==> src/hw/dsm_pkg.sv <==
// Purpose: Shared constants and types for the display scan-mode controller.
// Assumes: 200 MHz core clock, synchronous active-high reset.
// Notes: Times are held in their own unit and converted to cycles here.
package dsm_pkg;
    localparam int CLK_HZ = 200_000_000;
    localparam int MS_PER_S = 1000;
    localparam int DEB_MS = 10;
    localparam int HOLD_S = 5;
    localparam int TICK_CYC = CLK_HZ;
    localparam int DEB_CYC = CLK_HZ / MS_PER_S * DEB_MS;
    localparam int HOLD_CYC = CLK_HZ * HOLD_S;
    localparam logic [8:0] PROMPT_S = 9'h001;
    localparam logic [8:0] POWERUP_S = 9'h03C;
    localparam logic [8:0] MAN_TO_S = 9'h12C;
    localparam logic [8:0] MAN_TO_PRIM_S = 9'h0B4;
    localparam int NPAR = 17;
    localparam int PW = 5;
    localparam logic [PW-1:0] P_BUS = 5'h00;
    localparam logic [PW-1:0] P_FUEL = 5'h10;
    // Exhaust/head per cylinder, turbine inlet and oil
    localparam logic [NPAR-1:0] LOCK_MASK = 17'h07F80;
    // First cylinder slot stands for the highest head temp
    localparam logic [NPAR-1:0] PRIM_MASK = 17'h06080;
    localparam logic [NPAR-1:0] ALL_MASK = 17'h1FFFF;
    localparam logic [7:0] CFG_ADDR = 8'h00;
    localparam logic [7:0] OPT_ADDR = 8'h04;
    localparam logic [7:0] STAT_ADDR = 8'h08;
    localparam logic [7:0] INCL_ADDR = 8'h0C;
    localparam logic [7:0] USED_ADDR = 8'h10;
    localparam logic [7:0] FOB_ADDR = 8'h14;
    localparam logic [7:0] ADD_ADDR = 8'h18;
    localparam logic [3:0] DWELL_DEF = 4'h4;
    localparam int CFG_ACC = 4;
    localparam int CFG_PRIM = 5;
    localparam int CFG_AUX = 6;
    localparam int CFG_TABS = 7;
    localparam logic [31:0] FULL_MAIN = 32'h000186A0;
    localparam logic [31:0] FULL_TOTAL = 32'h00030D40;
    localparam logic [31:0] ADD_STEP = 32'h000003E8;
    typedef enum logic [5:0] {
        ST_PROMPT = 6'h01,
        ST_CHOOSE = 6'h02,
        ST_CUSTOM = 6'h04,
        ST_MANUAL = 6'h08,
        ST_AUTO = 6'h10,
        ST_PRIM = 6'h20
    } dsm_state_t;
    typedef enum logic [1:0] {
        CH_NONE = 2'h0,
        CH_MAIN = 2'h1,
        CH_FULL = 2'h2,
        CH_CUSTOM = 2'h3
    } dsm_choice_t;
endpackage : dsm_pkg

==> src/hw/dsm_next_param.sv <==
// Purpose: Finds the next eligible parameter after the current one, wrapping.
// Assumes: Eligibility mask is one bit per parameter slot.
// Notes: Purely combinational; found is low when no slot is eligible.
`timescale 1ns/1ps
module dsm_next_param
    import dsm_pkg::*;
(
    input wire logic [PW-1:0] cur,
    input wire logic [NPAR-1:0] elig,
    output logic [PW-1:0] nxt,
    output logic found
);
    always_comb begin
        int j;
        j = 0;
        nxt = cur;
        found = 1'b0;
        // Walk backwards so the nearest eligible slot wins
        for (int k = NPAR; k >= 1; k--) begin
            j = (int'(cur) + k) % NPAR;
            if (elig[j]) begin
                nxt = PW'(j);
                found = 1'b1;
            end
        end
    end
endmodule : dsm_next_param

==> src/hw/dsm_buttons.sv <==
// Purpose: Synchronises, debounces and classifies the two panel buttons.
// Assumes: Raw button levels are active high.
// Notes: One press session yields at most one event; overlapping presses count as both.
`timescale 1ns/1ps
module dsm_buttons
    import dsm_pkg::*;
#(
    parameter int DEB = DEB_CYC,
    parameter int HOLD = HOLD_CYC
) (
    input wire logic core_clk,
    input wire logic reset,
    input wire logic stepRaw,
    input wire logic leanRaw,
    output logic stepTap,
    output logic leanTap,
    output logic bothTap,
    output logic bothHold,
    output logic leanHeld
);
    logic [1:0] sync1_r, sync2_r, clean_r, seen_r;
    logic [31:0] deb_r [2];
    logic [31:0] hcnt_r;
    logic held_r;
    logic anyDown;

    assign anyDown = |clean_r;

    always_ff @(posedge core_clk) begin
        sync1_r <= {leanRaw, stepRaw};
        sync2_r <= sync1_r;
    end

    always_ff @(posedge core_clk) begin
        for (int i = 0; i < 2; i++) begin
            if (reset || sync2_r[i] == clean_r[i]) begin
                deb_r[i] <= 32'h0;
            end else if (deb_r[i] == 32'(DEB - 1)) begin
                deb_r[i] <= 32'h0;
            end else begin
                deb_r[i] <= deb_r[i] + 32'h1;
            end
        end
    end

    always_ff @(posedge core_clk) begin
        for (int i = 0; i < 2; i++) begin
            if (reset) begin
                clean_r[i] <= 1'b0;
            end else if (sync2_r[i] != clean_r[i] && deb_r[i] == 32'(DEB - 1)) begin
                clean_r[i] <= sync2_r[i];
            end
        end
    end

    always_ff @(posedge core_clk) begin
        stepTap <= 1'b0;
        leanTap <= 1'b0;
        bothTap <= 1'b0;
        bothHold <= 1'b0;
        if (reset) begin
            seen_r <= 2'h0;
            held_r <= 1'b0;
            hcnt_r <= 32'h0;
        end else if (anyDown) begin
            seen_r <= seen_r | clean_r;
            if (hcnt_r == 32'(HOLD - 1) && !held_r) begin
                held_r <= 1'b1;
                bothHold <= (seen_r | clean_r) == 2'h3;
            end else if (!held_r) begin
                hcnt_r <= hcnt_r + 32'h1;
            end
        end else begin
            if (!held_r) begin
                stepTap <= seen_r == 2'h1;
                leanTap <= seen_r == 2'h2;
                bothTap <= seen_r == 2'h3;
            end
            seen_r <= 2'h0;
            held_r <= 1'b0;
            hcnt_r <= 32'h0;
        end
    end

    always_ff @(posedge core_clk) begin
        if (reset) begin
            leanHeld <= 1'b0;
        end else begin
            leanHeld <= held_r && anyDown && seen_r == 2'h2;
        end
    end
endmodule : dsm_buttons

==> src/hw/dsm_ctrl.sv <==
// Purpose: Display mode and scan controller with fuel-entry dialog.
// Assumes: Buttons and flow pulses synchronous to core_clk; registers on a plain port.
// Notes: Long counts are parameters so simulation can shorten them.
// Summary of operation
// - Automatic mode holds each included parameter for the dwell time, four seconds default.
// - Manual mode steps exactly one parameter per step tap, never by itself.
// - Step tap in automatic mode stops the scan and enters manual mode.
// - Manual leaves for automatic on lean tap then step tap, or after five minutes.
// - Scan rate zero keeps the device in manual mode.
// - Both-button tap in manual flips inclusion of shown parameter, display unchanged.
// - Excluded parameter is shown with a leading decimal point.
// - Every power-up marks all parameters included.
// - Manual shows all installed parameters; automatic skips excluded ones.
// - Every second all installed parameters are alarm-checked, excluded or not.
// - Exhaust, head, turbine inlet and oil temperatures cannot be excluded.
// - Primary scan cycles highest head temp, oil and turbine inlet only.
// - With primary variant, timeout is three minutes into primary; step-lean gives full scan.
// - Uninstalled option parameters never appear in any mode.
// - Scan order is fixed from bus voltage through shock cooling.
// - After self-test a fuel prompt shows one second, then no-fuel choice flashes.
// - Lean taps cycle four refuel choices; step tap accepts and enters manual, or enters custom amount entry on custom.
// - Choices: none, main filled, full top, custom; full top absent without aux or tabs.
// - Custom amount: lean hold counts up to full tanks, lean tap counts down.
// - Accepting a refuel clears fuel used unless accumulate is set.
// - Both buttons held five seconds on fuel-used readout in manual mode clears it.
// - One fuel total from flow pulses, no tank split.
// - Press of five seconds or more is a hold, shorter is a tap.
// - Power-up starts in the fuel prompt; manual goes automatic one minute after power-up.
`timescale 1ns/1ps
module dsm_ctrl
    import dsm_pkg::*;
#(
    parameter int TICK = TICK_CYC,
    parameter int DEB = DEB_CYC,
    parameter int HOLD = HOLD_CYC
) (
    input wire logic core_clk,
    input wire logic reset,
    input wire logic stepBtn,
    input wire logic leanBtn,
    input wire logic flowPulse,
    input wire logic [7:0] regAddr,
    input wire logic [31:0] regWrData,
    input wire logic regWr,
    input wire logic regRd,
    output logic [31:0] regRdData,
    output logic [PW-1:0] dispParam,
    output logic dispExcl,
    output logic dispHighHead,
    output logic [5:0] dispMode,
    output logic [1:0] dispChoice,
    output logic dispFlash,
    output logic alarmCheck,
    output logic [NPAR-1:0] alarmSel
);

    dsm_state_t st_r, st_nxt;
    dsm_choice_t choice_r;
    logic stepTap, leanTap, bothTap, bothHold, leanHeld;
    logic [7:0] cfg_r;
    logic [NPAR-1:0] inst_r, incl_r, elig;
    logic [PW-1:0] param_r, nxtParam;
    logic found, curOk, advance, restart, scanOff, primVar;
    logic [31:0] freeCnt_r, stCyc_r, fuelUsed_r, fob_r, addAmt_r, limit;
    logic [8:0] secs_r, pwrSecs_r, manLimit;
    logic freeTick, stTick, pwrEvt, manTimeout, dwellDone;
    logic armLean_r, armStep_r, pressed_r, fuelAccept;
    logic [3:0] dwell_r;

    dsm_buttons #(
        .DEB(DEB),
        .HOLD(HOLD)
    ) u_buttons (
        .core_clk(core_clk),
        .reset(reset),
        .stepRaw(stepBtn),
        .leanRaw(leanBtn),
        .stepTap(stepTap),
        .leanTap(leanTap),
        .bothTap(bothTap),
        .bothHold(bothHold),
        .leanHeld(leanHeld)
    );

    dsm_next_param u_next (
        .cur(param_r),
        .elig(elig),
        .nxt(nxtParam),
        .found(found)
    );

    assign scanOff = dwell_r == 4'h0;
    assign primVar = cfg_r[CFG_PRIM];
    assign manLimit = primVar ? MAN_TO_PRIM_S : MAN_TO_S;
    assign freeTick = freeCnt_r == 32'(TICK - 1);
    assign stTick = stCyc_r == 32'(TICK - 1);
    assign pwrEvt = freeTick && pwrSecs_r == POWERUP_S - 9'h1;
    assign manTimeout = stTick && secs_r >= manLimit - 9'h1;
    assign dwellDone = stTick && secs_r == {5'h0, dwell_r} - 9'h1;
    assign limit = (cfg_r[CFG_AUX] ? FULL_TOTAL : FULL_MAIN) - fob_r;

    always_comb begin
        case (st_nxt)
            ST_AUTO: elig = incl_r & inst_r;
            ST_PRIM: elig = PRIM_MASK & inst_r;
            default: elig = inst_r;
        endcase
    end
    assign curOk = elig[param_r];

    always_comb begin
        st_nxt = st_r;
        case (st_r)
            ST_PROMPT: begin
                if (stTick && secs_r == PROMPT_S - 9'h1) begin
                    st_nxt = ST_CHOOSE;
                end
            end
            ST_CHOOSE: begin
                if (stepTap) begin
                    st_nxt = (choice_r == CH_CUSTOM) ? ST_CUSTOM : ST_MANUAL;
                end
            end
            ST_CUSTOM: begin
                if (stepTap) begin
                    st_nxt = ST_MANUAL;
                end
            end
            ST_MANUAL: begin
                if (scanOff) begin
                    st_nxt = ST_MANUAL;
                end else if ((stepTap && armLean_r) || (leanTap && armStep_r && primVar)) begin
                    st_nxt = ST_AUTO;
                end else if (manTimeout) begin
                    st_nxt = primVar ? ST_PRIM : ST_AUTO;
                end else if (pwrEvt) begin
                    st_nxt = ST_AUTO;
                end
            end
            ST_AUTO, ST_PRIM: begin
                if (scanOff || stepTap) begin
                    st_nxt = ST_MANUAL;
                end
            end
            default: st_nxt = ST_MANUAL;
        endcase
    end

    always_ff @(posedge core_clk) begin
        if (reset) begin
            st_r <= ST_PROMPT;
        end else begin
            st_r <= st_nxt;
        end
    end

    always_comb begin
        advance = !curOk && found;
        if (st_r == ST_MANUAL && st_nxt == ST_MANUAL && stepTap) begin
            advance = found;
        end
        if ((st_r == ST_AUTO || st_r == ST_PRIM) && st_nxt == st_r && dwellDone) begin
            advance = found;
        end
    end
    assign restart = (st_nxt != st_r) || advance;

    always_ff @(posedge core_clk) begin
        if (reset) begin
            param_r <= P_BUS;
        end else if (advance) begin
            param_r <= nxtParam;
        end
    end

    // Restarting the prescaler keeps every dwell and timeout a whole number of seconds
    always_ff @(posedge core_clk) begin
        if (reset || restart || stTick) begin
            stCyc_r <= 32'h0;
        end else begin
            stCyc_r <= stCyc_r + 32'h1;
        end
    end

    always_ff @(posedge core_clk) begin
        if (reset || restart) begin
            secs_r <= 9'h0;
        end else if (stTick && secs_r != 9'h1FF) begin
            secs_r <= secs_r + 9'h1;
        end
    end

    always_ff @(posedge core_clk) begin
        if (reset || freeTick) begin
            freeCnt_r <= 32'h0;
        end else begin
            freeCnt_r <= freeCnt_r + 32'h1;
        end
    end

    always_ff @(posedge core_clk) begin
        if (reset) begin
            pwrSecs_r <= 9'h0;
        end else if (freeTick && pwrSecs_r != POWERUP_S) begin
            pwrSecs_r <= pwrSecs_r + 9'h1;
        end
    end

    always_ff @(posedge core_clk) begin
        if (reset || st_r != ST_MANUAL || bothTap) begin
            armLean_r <= 1'b0;
            armStep_r <= 1'b0;
        end else if (leanTap) begin
            armLean_r <= 1'b1;
            armStep_r <= 1'b0;
        end else if (stepTap) begin
            armLean_r <= 1'b0;
            armStep_r <= 1'b1;
        end
    end

    always_ff @(posedge core_clk) begin
        if (reset) begin
            incl_r <= ALL_MASK;
        end else if (st_r == ST_MANUAL && bothTap && !LOCK_MASK[param_r]) begin
            incl_r[param_r] <= !incl_r[param_r];
        end
    end

    always_ff @(posedge core_clk) begin
        if (reset) begin
            choice_r <= CH_NONE;
        end else if (st_r == ST_CHOOSE && leanTap) begin
            case (choice_r)
                CH_NONE: choice_r <= CH_MAIN;
                CH_MAIN: choice_r <= (cfg_r[CFG_AUX] || cfg_r[CFG_TABS]) ? CH_FULL : CH_CUSTOM;
                CH_FULL: choice_r <= CH_CUSTOM;
                default: choice_r <= CH_NONE;
            endcase
        end
    end

    always_ff @(posedge core_clk) begin
        if (reset || st_r != ST_CHOOSE) begin
            pressed_r <= 1'b0;
        end else if (stepBtn || leanBtn) begin
            pressed_r <= 1'b1;
        end
    end

    always_ff @(posedge core_clk) begin
        if (reset || st_r != ST_CUSTOM) begin
            addAmt_r <= 32'h0;
        end else if (leanTap) begin
            addAmt_r <= addAmt_r - ADD_STEP;
        end else if (leanHeld && stTick && $signed(addAmt_r + ADD_STEP) <= $signed(limit)) begin
            addAmt_r <= addAmt_r + ADD_STEP;
        end
    end

    assign fuelAccept = stepTap && (st_r == ST_CUSTOM || (st_r == ST_CHOOSE && choice_r != CH_CUSTOM));

    always_ff @(posedge core_clk) begin
        if (reset) begin
            fob_r <= 32'h0;
        end else if (fuelAccept && choice_r == CH_MAIN) begin
            fob_r <= FULL_MAIN;
        end else if (fuelAccept && choice_r == CH_FULL) begin
            fob_r <= FULL_TOTAL;
        end else if (fuelAccept && choice_r == CH_CUSTOM) begin
            fob_r <= fob_r + addAmt_r - {31'h0, flowPulse};
        end else begin
            fob_r <= fob_r - {31'h0, flowPulse};
        end
    end

    // A pulse in the clearing cycle is still counted
    always_ff @(posedge core_clk) begin
        if (reset) begin
            fuelUsed_r <= 32'h0;
        end else if ((fuelAccept && choice_r != CH_NONE && !cfg_r[CFG_ACC])
                     || (st_r == ST_MANUAL && param_r == P_FUEL && bothHold)) begin
            fuelUsed_r <= {31'h0, flowPulse};
        end else begin
            fuelUsed_r <= fuelUsed_r + {31'h0, flowPulse};
        end
    end

    always_ff @(posedge core_clk) begin
        if (reset) begin
            cfg_r <= 8'h00;
            dwell_r <= DWELL_DEF;
            inst_r <= ALL_MASK;
        end else if (regWr && regAddr == CFG_ADDR) begin
            cfg_r <= {regWrData[7:4], 4'h0};
            dwell_r <= regWrData[3:0];
        end else if (regWr && regAddr == OPT_ADDR) begin
            inst_r <= regWrData[NPAR-1:0];
        end
    end

    always_ff @(posedge core_clk) begin
        if (reset || !regRd) begin
            regRdData <= 32'h0;
        end else begin
            case (regAddr)
                CFG_ADDR: regRdData <= {24'h0, cfg_r[7:4], dwell_r};
                OPT_ADDR: regRdData <= {15'h0, inst_r};
                STAT_ADDR: regRdData <= {14'h0, choice_r, 3'h0, param_r, 2'h0, st_r};
                INCL_ADDR: regRdData <= {15'h0, incl_r};
                USED_ADDR: regRdData <= fuelUsed_r;
                FOB_ADDR: regRdData <= fob_r;
                ADD_ADDR: regRdData <= addAmt_r;
                default: regRdData <= 32'h0;
            endcase
        end
    end

    always_ff @(posedge core_clk) begin
        if (reset) begin
            dispParam <= P_BUS;
            dispExcl <= 1'b0;
            dispHighHead <= 1'b0;
            dispMode <= ST_PROMPT;
            dispChoice <= CH_NONE;
        end else begin
            dispParam <= param_r;
            dispExcl <= !incl_r[param_r];
            dispHighHead <= st_r == ST_PRIM;
            dispMode <= st_r;
            dispChoice <= choice_r;
        end
    end

    always_ff @(posedge core_clk) begin
        if (reset || st_r != ST_CHOOSE || pressed_r) begin
            dispFlash <= 1'b0;
        end else if (freeTick) begin
            dispFlash <= !dispFlash;
        end
    end

    always_ff @(posedge core_clk) begin
        if (reset) begin
            alarmCheck <= 1'b0;
            alarmSel <= {NPAR{1'b0}};
        end else begin
            alarmCheck <= freeTick;
            alarmSel <= inst_r;
        end
    end
endmodule : dsm_ctrl

==> config.mk <==
export PLATFORM = sky130hd
export DESIGN_NAME = dsm_ctrl
export DESIGN_NICKNAME = d
export VERILOG_FILES = /design/src/hw/dsm_pkg.sv /design/src/hw/dsm_next_param.sv /design/src/hw/dsm_buttons.sv /design/src/hw/dsm_ctrl.sv
export SDC_FILE = /design/constraint.sdc
export NUM_CORES = 2
export LEC_CHECK = 0
export ABC_AREA = 1
export BUFFER_PORTS_ARGS = -buffer_cell sky130_fd_sc_hd__buf_2
export CAP_MARGIN = 40
export CORE_MARGIN = 5
export CORE_UTILIZATION = 40
export CTS_BUF_LIST = sky130_fd_sc_hd__clkbuf_8
export CTS_CLUSTER_SIZE = 16
export DETAILED_ROUTE_END_ITERATION = 8
export PLACE_DENSITY = 0.55
export SYNTH_ARGS = -nofsm -noshare
export SYNTH_HDL_FRONTEND = slang
export SYNTH_SLANG_ARGS = --single-unit
==> constraint.sdc <==
create_clock -name core_clk -period 7.9 [get_ports core_clk]
set_input_delay 0.395 -clock core_clk [delete_from_list [all_inputs] [get_ports core_clk]]
set_output_delay 0.395 -clock core_clk [all_outputs]
set_load 0.005 [all_outputs]
# ---- After elaboration in Yosys (flattened, before gate mapping)
# Memory sizes are Yosys's and may differ from the RTL's. A register that Yosys moved wholly into a read port is not among the register bits.
# Index checks and enable logic that the tools add are counted.
dict set report classes {
  n_addsub 33
  magnitude_cmp 21
  n_mux 142
  reduce_logical 82
  eq_ne 42
  n_div 17
  bitwise_logic 10
}
# cell count
set ops {}
lappend ops {{$lt A32 B7 Y1 const B} 17}
lappend ops {{$mod A32 B6 Y32 const B} 17}
lappend ops {{$mux W32} 7}
lappend ops {{$pmux W32 S7} 1}
lappend ops {{$add A32 B1 Y32 const B} 5}
lappend ops {{$bmux W1 S5} 19}
lappend ops {{$mux W5} 19}
lappend ops {{$mux W1} 77}
lappend ops {{$eq A32 B21 Y1 const B} 2}
lappend ops {{$eq A32 B28 Y1 const B} 2}
lappend ops {{$sub A32 B1 Y32} 2}
lappend ops {{$mux W6} 9}
lappend ops {{$add A5 B4 Y6 const B} 8}
lappend ops {{$logic_and A1 B1 Y1} 36}
lappend ops {{$mux W18} 2}
lappend ops {{$pmux W17 S2} 1}
lappend ops {{$add A32 B1 Y32} 1}
lappend ops {{$add A32 B10 Y32 const B} 1}
lappend ops {{$add A32 B32 Y32} 1}
lappend ops {{$eq A32 B30 Y1 const B} 1}
lappend ops {{$le A32 B32 Y1} 1}
lappend ops {{$sub A18 B32 Y32} 1}
lappend ops {{$sub A32 B10 Y32 const B} 1}
lappend ops {{$pmux W6 S5} 1}
lappend ops {{other kinds (56)} 115}
dict set report totals {
  romBits 32
  ramBits 64
  inputBits 47
  memories 2
  output_inout_bits 66
  regBits 348
  elab_cells 390
}
# memory depth word_bits rd rd_clocked_by_memory_dff wr line
set memory_table {}
lappend memory_table {u_buttons.deb_r 2 32 2 0 2 dsm_buttons.sv:22} ;# logic [31:0] deb_r [2];
lappend memory_table {{(name not given)} 32 1 1 1 0 dsm_ctrl.sv:225} ;# end else if (st_r == ST_MANUAL && bothTap && !LOCK_MASK[param_r]) begin

# ---- Longest topological paths before layout
dict set report depth {
  word_depth 36
  mapped_depth 62
  depth_no_buf 56
}

# ---- Modules after synthesis
# From an unflattened synthesis, not the netlist that was laid out.
dict set report hier_totals {
  cells_unflattened 5389
  hier_area_um2 34933.5
}
# mod seq_area_each_um2 n_inst area_each_um2 cells_per_inst
set by_module_without_submodules {}
lappend by_module_without_submodules {dsm_ctrl 6005.8 1 18647.9 2712}
lappend by_module_without_submodules {dsm_next_param 0.0 1 9419.0 1681}
lappend by_module_without_submodules {dsm_buttons 2842.7 1 6866.6 996}

# ---- Least setup slack after synthesis
# Ideal clock, no wire load.
dict set report synth_timing {
  path_type {reg-to-reg}
  from {register param_r[0]}
  to {register stCyc_r[17]}
  path_stages_with_launch 38
  setup_ns 0.072
  arrival_ns 7.484
  n_path_buf 11
  required_time_ns 7.828
  period_less_slack_ns 7.557
  setup_slack_ns 0.343
  cell_sequence {dfxtp_1 buf_6 inv_4 buf_1 buf_2 clkbuf_1 buf_1 clkbuf_1 ha_1 buf_2 inv_1 clkbuf_1 ha_1 nor2_2 nand3_1 o21ai_2 xor2_1 ha_1 [... 2 more ...] nand2_2 nand2_1 nand2_1 buf_2 nand2_2 o22ai_1 o311ai_1 o21ai_1 a21boi_1 nand4_1 nor2_1 nand2_1 nand2_4 nand4_4 or2_1 buf_6 buf_6 nor3b_2}
}
dict set report synth_between {
  elab_chain_len 28
  elab_cells_between_ends 111
  classes_between {17 x add/sub; 17 x div; 72 x mux; 5 x reduce/logical}
}
# item line
set synth_lines {}
lappend synth_lines {{start, declared} dsm_ctrl.sv:62} ;# logic [PW-1:0] param_r, nxtParam;
lappend synth_lines {{start signal, assigned} dsm_ctrl.sv:172} ;# param_r <= nxtParam;
lappend synth_lines {{$add A5 B5 Y6} dsm_next_param.sv:20} ;# j = (int'(cur) + k) % NPAR;
lappend synth_lines {{$mod A32 B6 Y32} dsm_next_param.sv:20}
lappend synth_lines {{$bmux W1 S5} dsm_next_param.sv:21} ;# if (elig[j]) begin
lappend synth_lines {{$mux W1 (not written as such) (2 in a row)} dsm_next_param.sv:21}
lappend synth_lines {{$mux W1 (17 in a row)} dsm_next_param.sv:21}
lappend synth_lines {{$logic_and A1 B1 Y1} dsm_ctrl.sv:158} ;# advance = !curOk && found;
lappend synth_lines {{$mux W1} dsm_ctrl.sv:159} ;# if (st_r == ST_MANUAL && st_nxt == ST_MANUAL && stepTap) begin
lappend synth_lines {{$mux W1 *} dsm_ctrl.sv:162} ;# if ((st_r == ST_AUTO || st_r == ST_PRIM) && st_nxt == st_r && dwellDone) begin
lappend synth_lines {{$logic_or A1 B1 Y1 *} dsm_ctrl.sv:166} ;# assign restart = (st_nxt != st_r) || advance;
lappend synth_lines {{$logic_or A1 B1 Y1 * (2 in a row)} dsm_ctrl.sv:178} ;# if (reset || restart || stTick) begin
lappend synth_lines {{end signal, assigned} dsm_ctrl.sv:181} ;# stCyc_r <= stCyc_r + 32'h1;
lappend synth_lines {{end, declared} dsm_ctrl.sv:64} ;# logic [31:0] freeCnt_r, stCyc_r, fuelUsed_r, fob_r, addAmt_r, limit;
# Mark *: on every way between the ends. The rest lies on a longest branch, timed or not. The select of a mux whose other input is x is not followed.
# A chain may end at the register's enable or synchronous reset.

# ---- Worst setup path in the final report
dict set report layout_timing {
  from {register param_r[1]}
  to {register stCyc_r[19]}
}
# Same word-level chain as after synthesis.

==> flow_results.org <==
** Power and ir drop
- Worst vdd ir :: ~0.15 mV
- For this design the static power due to leakage is around 0.016 uW.
- The share of total power dissipated in sequential elements is 0.224.
- Gate power share :: 0.562
- Switching power :: about 5000 uW
- Total power divided by cell area :: 279 mW/mm^2
- Of the total power, the share spent switching nets is 0.490.
- The share of total power dissipated in the clock network is 0.214.
- Internal power comes to a little over 5000 uW.

** Drt
- The pre-antenna-repair detailed-routing pass consisted of 7 iterations.
- Initial DRC count :: 2,542
- The count of nets left with antenna violations once routing finished came out at 0.
- After detailed routing, the number of remaining DRC violations is 0.
- The detailed router placed ~33,000 vias in this run.
- For this block, the routed nets add up to between 100 and 150 mm of wire.
- After detailed routing, the number of vias per cell comes to 5.28.
- Dividing the detail-routed wire length by the instance count gives between 15 and 20 um.

** Global route
- The total overflow left after global routing is 0.
- Pin count of the biggest net entering global routing :: 53
- For this run, global-route usage on met3 was measured as 0.0339.
- The number of antenna violations at the first check in global routing was 5.
- The number of global-route vias before repair is approximately 30,000.
- Layer with the highest usage after global routing :: met2
- Wire length of the first global-routing pass :: around 170 mm
- Met2 global-route usage :: 0.396
- For this run, the total global-route usage over all layers was measured as 0.240.
- For met1 alone, demand over resource in global routing was 0.327.

** CTS
- TritonCTS created 75 clock buffers.
- At the later pin of the worst-skew pair, clock insertion delay measures about 0.72 ns.
- Max Root-Sink Buffers :: 3
- Post-CTS setup buffer count :: 0
- TritonCTS sink count :: slightly above 400
- H-tree depth :: 3
- Quantity of gates resized following cts :: 0
- Root cell of the clock tree :: clkbuf_8
- In this run, post-CTS hold repair placed 19 buffers.
- After clock tree synthesis, the clock-pin slew on the worst setup and hold paths is about 0.06 ns.
- Clock tree from TritonCTS :: yes

** Die
- The floorplan has between 100 and 150 rows.
- Die extent in y :: 296 um
- Starting utilization of the core area :: 0.405
- Total die area :: about 0.09 mm^2
- Number of placed I/O pins :: roughly 110
- From left edge to right edge, the die measures between 200 and 300 um.
- In this run the standard cell core region covers 0.0807 mm^2.

** Logic synthesis
- After synthesis the cells add up to 0.0327 mm^2.
- Leading cell type by number of instances after synthesis :: nand2_1
- Dominant register cell in the synthesized netlist :: dfxtp_1
- In the synthesized netlist, the number of instances is 4,950.
- A synthesized cell averages between 6 and 7 um^2.
- The Yosys step of the flow raised 0 warnings.
- List of most frequent post-synthesis cells :: 1,039 x nand2_1, 681 x inv_1, 484 x nor2_1
- Cell taking the most area after synthesis :: dfxtp_1
- Post-synthesis cell type count :: 73
- Of the synthesized area, sequential elements account for 0.271.
- By area the synthesized netlist is led by dfxtp_1 21%, nand2_1 12%, ha_1 8.0%.
- Area share of the largest cell type after synthesis :: 0.212
- Of all flip-flops after synthesis, the portion carrying an async set or reset was 0.
- Number of enable-type register cells in the synthesized netlist :: 64
- Synthesis-stage register bit count :: 410

** Hold path
- The worst hold path begins at regWrData[4].
- The min-delay analysis places its worst path in the category input port to register.

** Final layout
- Fraction of final layout cells with drive strength greater than 1 :: 0.0835
- The area growth from synthesis to layout is 11.5%.
- For this run, the share of the core covered by cells in the final layout is 0.451.
- Final-stage net count :: between 5,000 and 6,000
- Post-route insts no fill :: roughly 6,300

** Placement
- Port bufs :: 97
- Total placed cells including tap cells :: slightly above 6,000
- At the end of routability-driven placement, the weighted congestion stood at approximately 0.99.
- Once detailed placement completed, the half-perimeter wirelength came to between 80 and 90 mm.

** Worst setup path
- STA classifies the critical path startpoint as a register.
- Tracing the worst setup path back leads to its startpoint at param_r[1].
- CP Data Required Time :: 8.50 ns
- In this design, the critical path's most frequently occurring cell is nand2_1.
- Library cell contributing the largest single delay on the critical path :: or2_1
- For this run, the slowest stage of the critical path takes 0.58 ns.
- Type of the worst setup path :: register to register
- The worst register-to-register path begins at param_r[1].
- Critical Path Fanout Max :: 18
- Critical Path AT :: between 7 and 8 ns
- Critical path endpoint category :: register

** Timing
- Final critical-path share of the clock period :: 0.885
- The number of endpoints with negative hold slack in the final report was 0.
- Final number of setup-violating endpoints :: 0
- The clock period could shrink to around 7 ns.
- Max Slew Vio Count :: 0
- Maximum clock frequency :: between 0.1 and 0.15 GHz
- In the final timing run, aggregate negative setup slack is 0 ns.
- Headroom to the max-slew limit :: 0.406
- The clock arrives with between 0.06 and 0.07 ns of skew.
- For the pin with the worst max-slew slack, the measured transition is 0.883 ns.
- Setup repair after global routing left no endpoint under its margin.

** Job
- Number of violations of the max-capacitance limit :: 0

** Run status
- The run finished with clean final reports.
==> kinds of logic (layout without fill, tap and decap cells) <==
| family | Yosys count | after routing | share of synthesized area |
|---|---|---|---|
| and+or+nand+nor | 2249 | 2249 | 0.304 |
| DFF | 410 | 410 | 0.271 |
| other | 1 | 67 | 0.000115 |
| AOI/OAI and AO/OA | 1008 | 1008 | 0.182 |
| buffers and inverters | 851 | 1036 | 0.102 |
| xor gates and xnor gates | 221 | 221 | 0.0601 |
| adders and majority gates | 210 | 210 | 0.0807 |
==> power by group through the flow <==
stage	Clock, uW	Combinational [uW]	Sequential (uW)
after floorplan	0	4180	2300
after global placement	0	5590	2320
after detailed placement	0	5610	2320
after CTS	2250	5640	2270
after global routing	2340	6370	2280
final	2180	5720	2280
==> stage by stage <==
step | power (uW) | worst slack [ns] | hold slack, ns | instance area (um^2)
after floorplan | 6480 | 0.343 | 0.310 | 32900
after global placement | 7910 | 1.21 | 0.315 | 34600
after detailed placement | 7920 | 1.12 | 0.319 | 34600
after CTS | 10200 | 1.08 | 0.00168 | 36400
after global routing | 11000 | 0.307 | 0.0702 | 36400
final | 10200 | 0.905 | 0.0678 | 36400
==> state kept, by name, summed over array words and instances, names as in the netlist, 17 cells and up, named ones only <==
signal and cells:
fob_r 32, addAmt_r 29, regRdData 32, fuelUsed_r 32
u_buttons.hcnt_r 32, alarmSel 17, incl_r 17, u_buttons.deb_r 64
freeCnt_r 32, stCyc_r 32, inst_r 17
==> critical path, delay by kind of cell (launching register included) <==
| family | cells | cell delay [ns] |
|---|---|---|
| xor+xnor | 3 | 0.97 |
| buf+inv | 5 | 1.12 |
| simple gates | 21 | 3.58 |
| flops | 1 | 0.51 |
| fa+ha+maj | 2 | 0.45 |
| compound gates | 1 | 0.25 |
==> placed cells by master, fill, tap and decap left out, types with 11 or more instances in the layout <==
master / Yosys / final
nand2_1: 1039 / 1039
inv_1: 681 / 704
nor2_1: 484 / 483
a21oi_1: 401 / 401
dfxtp_1: 346 / 345
nand3_1: 308 / 308
o21ai_0: 247 / 247
ha_1: 209 / 209
xor2_1: 182 / 182
nor3_1: 130 / 130
buf_2: 19 / 97
nand4_1: 95 / 95
clkbuf_8: 0 / 88
o211ai_1: 72 / 72
buf_4: 6 / 64
edfxtp_1: 64 / 64
conb_1: 1 / 64
nor4_1: 49 / 49
o21ai_1: 46 / 46
a31oi_1: 40 / 40
xnor2_1: 37 / 37
nand2_2: 35 / 35
o22ai_1: 33 / 33
inv_2: 26 / 27
or2_2: 21 / 21
a221oi_1: 20 / 20
nor3b_1: 19 / 19
o311ai_0: 19 / 19
dlygate4sd3_1: 0 / 19
o21a_1: 18 / 18
o21ai_2: 17 / 17
a211oi_1: 16 / 16
nand3b_1: 15 / 15
o21bai_1: 13 / 13
clkinv_1: 11 / 12
and3_1: 11 / 11
==> worst paths after layout <==
| kind | depth (start not counted) | slack, ns | to |
|---|---|---|---|
| setup / recovery | 32 | 0.91 | stCyc_r[19] |
| hold / removal | 3 | 0.07 | inst_r[4] |
| setup reg to reg | 32 | 0.91 | stCyc_r[19] |
| hold reg to reg | 0 | 0.33 | u_buttons.sync2_r[0] |
==> routing by layer <==
layer  part of all wire  routed length [um]  vias up
met3              0.066                7170      186
met4              0.030                3220        2
met5            0.00011                  12        -
met1               0.45               49300    14991
met2               0.45               49100     1016
li1                   -                   -    16889
==> layout make-up <==
type | count | area [um^2]
Tap cell | 1060 | 1330
Clock inverter | 43 | 383
Fill cell | 8653 | 44300
Multi-Input combinational cell | 3752 | 20700
Clock buffer | 88 | 1210
Sequential cell | 410 | 8850
Timing Repair Buffer | 184 | 1230
Antenna cell | 3 | 7.51
Inverter | 721 | 2710
Note: power is estimated with default switching activity, not from simulation.
